### src/rtl/char_rx_pkg.sv
// Purpose: Shared constants and types for the serial character receiver
// Assumes: 40 MHz system clock, classic Wishbone register access
// Notes:   Offsets are byte addresses of aligned 32-bit words
package char_rx_pkg;
    // ------------------------------------------------------------
    // Timing
    // ------------------------------------------------------------
    localparam int unsigned CLK_HZ = 40_000_000;
    localparam int unsigned SAMPLE_HZ = 880;
    localparam int unsigned SAMPLE_DIV = CLK_HZ / SAMPLE_HZ;
    localparam logic [2:0] SHIFT_COUNT = 3'h4;
    localparam logic [2:0] ZERO_COUNT = 3'h0;
    // ------------------------------------------------------------
    // Register map
    // ------------------------------------------------------------
    localparam logic [7:0] CTRL_OFFSET = 8'h00;
    localparam logic [7:0] STATUS_OFFSET = 8'h04;
    localparam logic [7:0] DATA_OFFSET = 8'h08;
    localparam int CTRL_EN_BIT = 0;
    localparam int CTRL_MODE_LSB = 1;
    localparam int STAT_FLAG_BIT = 0;
    localparam int STAT_ACTIVE_BIT = 1;
    localparam int STAT_LAST_BIT = 2;
    localparam logic CTRL_EN_RESET = 1'b0;
    localparam logic [7:0] PRESET_VALUE = 8'hff;
    // ------------------------------------------------------------
    // Types
    // ------------------------------------------------------------
    typedef enum logic [1:0] {
        STOP_ONE = 2'h0,
        STOP_HALF = 2'h1,
        STOP_TWO = 2'h2
    } stop_mode_type;
    localparam logic [1:0] CTRL_MODE_RESET = 2'h2;
    typedef enum logic [2:0] {
        ST_IDLE = 3'h1,
        ST_ACTIVE = 3'h2,
        ST_TAIL = 3'h4
    } rx_state_type;
    typedef struct packed {
        logic cyc;
        logic stb;
        logic we;
        logic [7:0] adr;
        logic [3:0] sel;
        logic [31:0] dat;
    } wb_req_type;
    typedef struct packed {
        rx_state_type state;
        logic last;
        logic first;
        logic flag;
        logic [2:0] cnt;
        logic [7:0] sh;
        logic [15:0] div;
        logic tick;
        logic en;
        logic [1:0] mode;
        logic ack;
        logic [31:0] rdat;
        logic [7:0] dout;
        logic act_out;
    } rx_regs_type;
endpackage : char_rx_pkg

### src/rtl/serial_char_receiver.sv
// Purpose: Start-stop serial character receiver with Wishbone registers
// Assumes: SERIAL_IN synchronous to CLK_SYS; high is the stop (ground) level
// Notes:   Sampling runs at eight times the unit rate via a clock divider
//
// Functional notes
// - All receive timing comes from one 880 per second sampling tick.
// - Frame is start, eight data units, stop of one, one and a half or two units.
// - Stop level on the line keeps the receiver from activating.
// - Start level sets active on the next tick with one preset.
// - Preset loads register with ones, clears last flag and counter.
// - While active the unit counter advances each sampling tick.
// - At count four a single shift occurs while last is clear.
// - Stop level shifts in as one, so start enters as zero.
// - Shift that finds start zero in first stage sets last and done.
// - With last set, next count four ends activity, no shift.
// - Two unit stop: count one more cycle, clear last at count four.
// - One and a half stop: clear last at next count zero.
// - One unit stop: clear last together with active.
// - Counter stops with low bits zero when last clears.
// - Start of four ticks or shorter is rejected at first shift.
// - Each data output shows the stage true or inverted by option.
// - Optionally clear done flag when a new character starts.
// - Optionally show active state on a dedicated output.
//
// The address map and the Wishbone register port are this design's own decisions.
`timescale 1ns/10ps
`default_nettype none
module serial_char_receiver #(
    parameter int unsigned SAMPLE_DIV_CYCLES = char_rx_pkg::SAMPLE_DIV,
    parameter logic [7:0] DATA_INVERT = 8'h00,
    parameter logic FLAG_CLEAR_ON_START = 1'b1,
    parameter logic ACTIVE_OUT_EN = 1'b1
) (
    // Clock and reset
    input wire logic CLK_SYS,
    input wire logic RSTN,
    // Register bus
    input wire char_rx_pkg::wb_req_type WB_REQ,
    output logic [31:0] WB_DAT_O,
    output logic WB_ACK_O,
    // Serial line
    input wire logic SERIAL_IN,
    // Character side
    output logic [7:0] CHAR_DATA,
    output logic CHAR_DONE,
    output logic RX_BUSY
);
    import char_rx_pkg::*;

    localparam logic [15:0] DIV_LOAD = 16'(SAMPLE_DIV_CYCLES - 1);

    rx_regs_type s_q;
    rx_regs_type s_d;
    logic [2:0] cnt_nx;
    logic req;

    // ------------------------------------------------------------
    // Next state
    // ------------------------------------------------------------
    always_comb begin
        s_d = s_q;
        cnt_nx = 3'(s_q.cnt + 3'h1);
        req = WB_REQ.cyc && WB_REQ.stb && !s_q.ack;
        // Sampling tick divider
        s_d.tick = (s_q.div == 16'h0);
        s_d.div = (s_q.div == 16'h0) ? DIV_LOAD : 16'(s_q.div - 16'h1);
        // Bus access first, so that hardware sets below win over clears
        s_d.ack = req;
        if (req && WB_REQ.we && WB_REQ.sel[0]) begin
            if (WB_REQ.adr == CTRL_OFFSET) begin
                s_d.en = WB_REQ.dat[CTRL_EN_BIT];
                s_d.mode = WB_REQ.dat[CTRL_MODE_LSB +: 2];
            end else if (WB_REQ.adr == STATUS_OFFSET) begin
                if (WB_REQ.dat[STAT_FLAG_BIT]) begin
                    s_d.flag = 1'b0;
                end
            end
        end
        if (req) begin
            if (WB_REQ.adr == CTRL_OFFSET) begin
                s_d.rdat = {29'h0, s_q.mode, s_q.en};
            end else if (WB_REQ.adr == STATUS_OFFSET) begin
                s_d.rdat = {29'h0, s_q.last, (s_q.state == ST_ACTIVE), s_q.flag};
            end else if (WB_REQ.adr == DATA_OFFSET) begin
                s_d.rdat = {24'h0, s_q.dout};
            end else begin
                s_d.rdat = 32'h0;
            end
        end
        // Receiver sequencing, one step per sampling tick
        if (s_q.tick) begin
            case (s_q.state)
                ST_IDLE: begin
                    // Stop level or disable holds the set gate off
                    if (s_q.en && !SERIAL_IN) begin
                        s_d.state = ST_ACTIVE;
                        s_d.sh = PRESET_VALUE;
                        s_d.last = 1'b0;
                        s_d.cnt = ZERO_COUNT;
                        s_d.first = 1'b1;
                        if (FLAG_CLEAR_ON_START) begin
                            s_d.flag = 1'b0;
                        end
                    end
                end
                ST_ACTIVE: begin
                    s_d.cnt = cnt_nx;
                    if (cnt_nx == SHIFT_COUNT) begin
                        if (!s_q.last) begin
                            s_d.sh = {SERIAL_IN, s_q.sh[7:1]};
                            s_d.first = 1'b0;
                            if (s_q.first && SERIAL_IN) begin
                                // Line went back to stop: treat as noise
                                s_d.state = ST_IDLE;
                            end else if (!s_q.sh[0]) begin
                                s_d.last = 1'b1;
                                s_d.flag = 1'b1;
                            end
                        end else if (s_q.mode == STOP_ONE) begin
                            s_d.state = ST_IDLE;
                            s_d.last = 1'b0;
                        end else begin
                            s_d.state = ST_TAIL;
                        end
                    end
                end
                ST_TAIL: begin
                    s_d.cnt = cnt_nx;
                    if ((s_q.mode == STOP_HALF) ? (cnt_nx == ZERO_COUNT)
                                                : (cnt_nx == SHIFT_COUNT)) begin
                        // Counter halts here with its low bits clear
                        s_d.last = 1'b0;
                        s_d.state = ST_IDLE;
                    end
                end
                default: begin
                    s_d.state = ST_IDLE;
                end
            endcase
        end
        s_d.dout = s_q.sh ^ DATA_INVERT;
        s_d.act_out = ACTIVE_OUT_EN && (s_d.state == ST_ACTIVE);
    end

    // ------------------------------------------------------------
    // State register
    // ------------------------------------------------------------
    always_ff @(posedge CLK_SYS or negedge RSTN) begin
        if (!RSTN) begin
            s_q.state <= ST_IDLE;
            s_q.last <= 1'b0;
            s_q.first <= 1'b0;
            s_q.flag <= 1'b0;
            s_q.cnt <= ZERO_COUNT;
            s_q.sh <= PRESET_VALUE;
            s_q.div <= 16'h0;
            s_q.tick <= 1'b0;
            s_q.en <= CTRL_EN_RESET;
            s_q.mode <= CTRL_MODE_RESET;
            s_q.ack <= 1'b0;
            s_q.rdat <= 32'h0;
            s_q.dout <= 8'h00;
            s_q.act_out <= 1'b0;
        end else begin
            s_q <= s_d;
        end
    end

    assign WB_DAT_O = s_q.rdat;
    assign WB_ACK_O = s_q.ack;
    assign CHAR_DATA = s_q.dout;
    assign CHAR_DONE = s_q.flag;
    assign RX_BUSY = s_q.act_out;

    logic shift_pt;
    assign shift_pt = s_q.tick && (s_q.state == ST_ACTIVE) && (s_q.cnt == 3'h3);
    logic start_pt;
    assign start_pt = s_q.tick && (s_q.state == ST_IDLE) && s_q.en && !SERIAL_IN;
endmodule : serial_char_receiver
`default_nettype wire

### config.mk
export PLATFORM = sky130hd
export DESIGN_NAME = serial_char_receiver
export DESIGN_NICKNAME = d
export VERILOG_FILES = /design/src/rtl/char_rx_pkg.sv /design/src/rtl/serial_char_receiver.sv
export SDC_FILE = /design/constraint.sdc
export NUM_CORES = 1
export LEC_CHECK = 0
export ABC_CLOCK_PERIOD_IN_PS = 2550
export BUFFER_PORTS_ARGS = -buffer_cell sky130_fd_sc_hd__buf_2
export CAP_MARGIN = 20
export CORE_UTILIZATION = 40
export CTS_CLUSTER_DIAMETER = 80
export CTS_CLUSTER_SIZE = 30
export DETAILED_ROUTE_END_ITERATION = 8
export PLACE_DENSITY = 0.71
export RECOVER_POWER = 25
export SYNTH_ARGS = -nofsm -noshare
export SYNTH_HDL_FRONTEND = slang
export SYNTH_SLANG_ARGS = --single-unit
### constraint.sdc
create_clock -name CLK_SYS -period 2.55 [get_ports CLK_SYS]
set_input_delay 0.51 -clock CLK_SYS [delete_from_list [all_inputs] [get_ports CLK_SYS]]
set_output_delay 0.51 -clock CLK_SYS [all_outputs]
set_load 0.1 [all_outputs]
# [Word level (Yosys, flattened, before mapping)]
# Cells that the tools add are included.
[word_totals] in_bits=50 regBits=79 output_inout_bits=43 wordCells=77
[classes] eq_ne=12 addsub=2 n_mux=29 n_reduce_logical=20
[op_table] op="8-bit 2-to-1 mux" n=5
[op_table] op="17-bit 2-to-1 mux" n=2
[op_table] op="16-bit zero test" n=1
[op_table] op="16-bit 2-to-1 mux" n=1
[op_table] op="8-bit case mux with 2 select lines" n=1
[op_table] op="16-bit by 1-bit subtractor with 16-bit output, second input constant" n=1
[op_table] op="1-bit 2-to-1 mux" n=10
[op_table] op="5-bit AND reduction" n=2
[op_table] op="3-bit case mux with 3 select lines" n=1
[op_table] op="8-bit by 3-bit equality test with 1-bit output, second input constant" n=1
[op_table] op="8-bit by 4-bit equality test with 1-bit output, second input constant" n=1
[op_table] op="8-bit zero test" n=1
[op_table] op="4-bit 2-to-1 mux" n=2
[op_table] op="3-bit by 2-bit equality test with 1-bit output, second input constant" n=2
[op_table] op="3-bit equality test, second input constant" n=2
[op_table] op="1-bit logical AND" n=6
[op_table] op="3-bit 2-to-1 mux" n=2
[op_table] op="6-bit 2-to-1 mux" n=1
[op_table] op="2-bit inequality test, second input constant" n=3
[op_table] op="3-bit case mux with 2 select lines" n=1
[op_table] op="2-bit case mux with 2 select lines" n=1
[op_table] op="2-bit nonzero test" n=2
[op_table] op="3-bit by 1-bit adder with 3-bit output, second input constant" n=1
[op_table] op="3-bit by 1-bit equality test with 1-bit output, second input constant" n=1
[op_table] op="other kinds (11)" n=12

# [Longest topological paths before layout]
[logic_depth] ltp_word=12 mapped_depth=7 mapped_depth_nobuf=6

# [Worst setup path before layout]
# Ideal clock, no wire load.
[synth_timing] path_kind="register to register" start="register s_q (netlist bit WB_ACK_O)" end="register s_q[42] in the netlist's numbering" setup_time_ps=125 required_time_ps=2425 path_slack_ps=46 arrival_time_ps=2379 n_path_buf=0 synth_period_minus_slack_ps=2504 stages_incl_launch_ff=5 cell_sequence="dfrtp_1 > nand3b_1 > or4_4 > nor4_4 > mux2_2"
[synth_between] elab_chain_len=5
[synth_lines] item="start, declared" line_no="serial_char_receiver.sv:52" text="rx_regs_type s_q;"
[synth_lines] item="1-bit zero test" line_no="serial_char_receiver.sv:63" text="req = WB_REQ.cyc && WB_REQ.stb && !s_q.ack;"
[synth_lines] item="1-bit logical AND" line_no="serial_char_receiver.sv:63"
[synth_lines] item="1-bit logical AND (2 in series)" line_no="serial_char_receiver.sv:69" text="if (req && WB_REQ.we && WB_REQ.sel[0]) begin"
[synth_lines] item="2-bit AND reduction (no source line)"
# Every way passes these cells.
# A chain may end at the register's enable or synchronous reset.

==> impl_metrics.csv <==
group,metric,value,unit
floorplan,die_y,85.3,microns
global_route,grt_overflow,0,
worst_setup_path,critPathArrivalTime,2.32,ns
clock_tree,htree_levels,2,
clock_tree,cts_root_buf,"clkbuf_8",
yosys,syn_inst,273,
timing,relSlewSlack,12.8,%
global_route,antenna_found_initial,0,
worst_hold_path,holdCritStartpoint,"WB_REQ[2]",
routing,num_vias,1911,
place,dp_hpwl,3.39,mm
routing,drtIter0Drc,91,
yosys,synth_warnings,0,
worst_setup_path,start_kind,"register",
worst_setup_path,r2r_end,"s_q[60]$_DFF_PN0_",
yosys,netlist_area,2780,sq um
clock_tree,cts_sinks,55,
final_layout,layout_common_cells,"dfrtp_1 (45), buf_2 (36), nand2_1 (33)",
worst_setup_path,r2r_start,"s_q[54]$_DFF_PN0_",
timing,finClkSkew,0.00872,ns
clock_tree,post_cts_buffers,0,
global_route,grt_first_pass_wirelength,7.85,mm
run,cap_viol_max_count,0,
yosys,ys.flop_type,"dfrtp_1",
clock_tree,cts_made_buffers,5,
clock_tree,cts-resized-gates,0,
floorplan,ios,93,
floorplan,initial_core_util,41.1,%
yosys,synth_top_area_share,40.5,%
worst_setup_path,worstSetupStartpoint,"s_q[54]$_DFF_PN0_",
routing,wl_per_cell,12.4,microns
yosys,synth_cell_type_count,47,
final_layout,layout-drive-gt1-share,21.8,%
floorplan,die-area,7280,sq um
clock_tree,clock_path_buffers,2,
worst_setup_path,critPathCaptureType,"register",
final_layout,layout_commonest_cell,"dfrtp_1",
clock_tree,hold_buffers,0,
worst_setup_path,critPathKind,"register to register",
clock_tree,clkSlewWorstSetupHoldPaths,0.10,ns
clock_tree,insertion_delay,0.31,ns
worst_setup_path,critPathMaxFanout,5,
floorplan,num_rows,30,
yosys,ys_async_sr_fraction,100,%
clock_tree,cts_tree,"yes",
pwr,p_per_area,535,nW/um^2
yosys,ys_seq_area_share,50.0,%
yosys,avgSynthCellArea,10.2,sq um
status,status,"finished clean",
final_layout,area_growth,7.12,%
yosys,synth_edf_count,0,
timing,fin_crit_sh,83.1,%
timing,finalHoldViolCount,0,
floorplan,fp.dieW,85.3,microns
worst_setup_path,ff2ff_path_depth,4,
timing,fmax,472,MHz
pwr,p_leak,1.34,nW
worst_hold_path,hp-class,"input pin to register",
timing,worstMarginPinSlew,1.31,ns
worst_setup_path,crit_required,2.75,ns
place,place.gp.congestion,0.810,
routing,vias_per_cell,4.99,
routing,dr.pass1.iters,4,
global_route,track_usage,13.7,%
final_layout,fillers,655,
worst_hold_path,hold_depth,2,
place,io_buffers,36,
final_layout,antenna_cells,0,
timing,setup_viol,0,
timing,slew_violations,0,
worst_setup_path,rrSetupSlack,0.43,ns
timing,setup_tns,0,ns
yosys,ys_ff_latch,55,
floorplan,core,6760,sq um
global_route,grt_start_max_net_pins,56,
final_layout,finalNetCount,357,
yosys,synth_top_area_cell,"dfrtp_1",
pwr,ir_drop,0.256,mV
routing,route.detailed.drc,0,
timing,rsz0062_at_grt,"false",
timing,period_minus_slack,2.12,ns
worst_hold_path,min_to,"s_q[43]$_DFFE_PN1P_",
routing,antenna_left,0,
place,placed_cells,375,
yosys,synth_area_leaders,"dfrtp_1 (41%), buf_4 (11%), dfstp_2 (9.5%)",
final_layout,stdcell_count,383,
global_route,grt_pass1_vias,1746,
routing,wl,4.75,mm
[how the worst max path moves through the flow]
stage	end	slack, ns	cells past startpoint
2_1_floorplan	s_q[42]$_DFFE_PN0P_	0.05	4
3_3_place_gp	s_q[44]$_DFFE_PN0P_	0.16	5
3_5_place_dp	s_q[44]$_DFFE_PN0P_	0.16	5
4_1_cts	s_q[60]$_DFF_PN0_	0.44	4
5_1_grt	s_q[60]$_DFF_PN0_	0.34	4
6_report	s_q[60]$_DFF_PN0_	0.43	4
[cell usage after synthesis, types with 6 or more instances]
master   count
buf_4       40
inv_1        6
dfrtp_1     45
nor2_1      16
dfstp_2     10
nand2_1     33
nand3_1      6
o21ai_0     17
nor2b_1      6
a21oi_1     15
[layer usage]
layer	global-route usage (%)	wire length [microns]	vias up
met4	5.45	76	0
met2	22.8	2210	50
li1	-	-	941
met5	0	0	-
met3	3.40	217	7
met1	17.3	2240	913
[registers in the layout (all words and copies together), names as in the netlist]
signal	cells
s_q	28
CHAR_DATA	8
WB_DAT_O	8
s_d	8
CHAR_DONE	1
RX_BUSY	1
WB_ACK_O	1
[logic make-up after synthesis]
| kind of cell | share of synthesized area (%) |
|---|---|
| AND/OR/NAND/NOR | 17.5 |
| flip-flops | 50.0 |
| AO/OA/AOI/OAI | 11.8 |
| buffers and inverters | 12.3 |
| XOR/XNOR | 2.84 |
| multiplexers | 3.11 |
| adder cells (fa/ha/maj) | 2.25 |
| other | 0.135 |
[critical path, stage by stage, from the launching register on]
cell	delay, ns
dfrtp_1	0.42
or4_4	0.57
or4_1	0.46
nor3_1	0.22
mux2_2	0.35
[final cells by class]
cell class | instances | area, sq um | share of cell area [%]
Timing Repair Buffer | 43 | 230 | 7.74
Clock inverter | 3 | 28.8 | 0.967
Sequential cell | 55 | 1390 | 46.7
Multi-Input combinational cell | 190 | 1130 | 38.1
Tap cell | 80 | 100 | 3.36
Inverter | 7 | 26.3 | 0.883
Clock buffer | 5 | 68.8 | 2.31
[metrics by stage]
stage                     hold slack, ns  utilization, %  cell area, sq um  setup slack, ns  power (mW)
after CTS                          0.332            44.1              2980            0.442        1.62
after detailed placement           0.402            42.6              2880            0.155        1.10
after floorplan                    0.214               -              2860           0.0460        1.09
final                              0.426            44.0              2980            0.430        1.59
after global placement             0.401            42.6              2880            0.159        1.10
after global routing               0.414            44.0              2980            0.342        1.66
[power by group]
group	switching [mW]	leakage (nW)	total [mW]	internal (mW)
combinational	0.191	0.616	0.207	0.0163
sequential	0.000691	0.671	0.874	0.873
clock	0.305	0.0511	0.512	0.208
No activity file was read; power rests on OpenSTA's default activity.
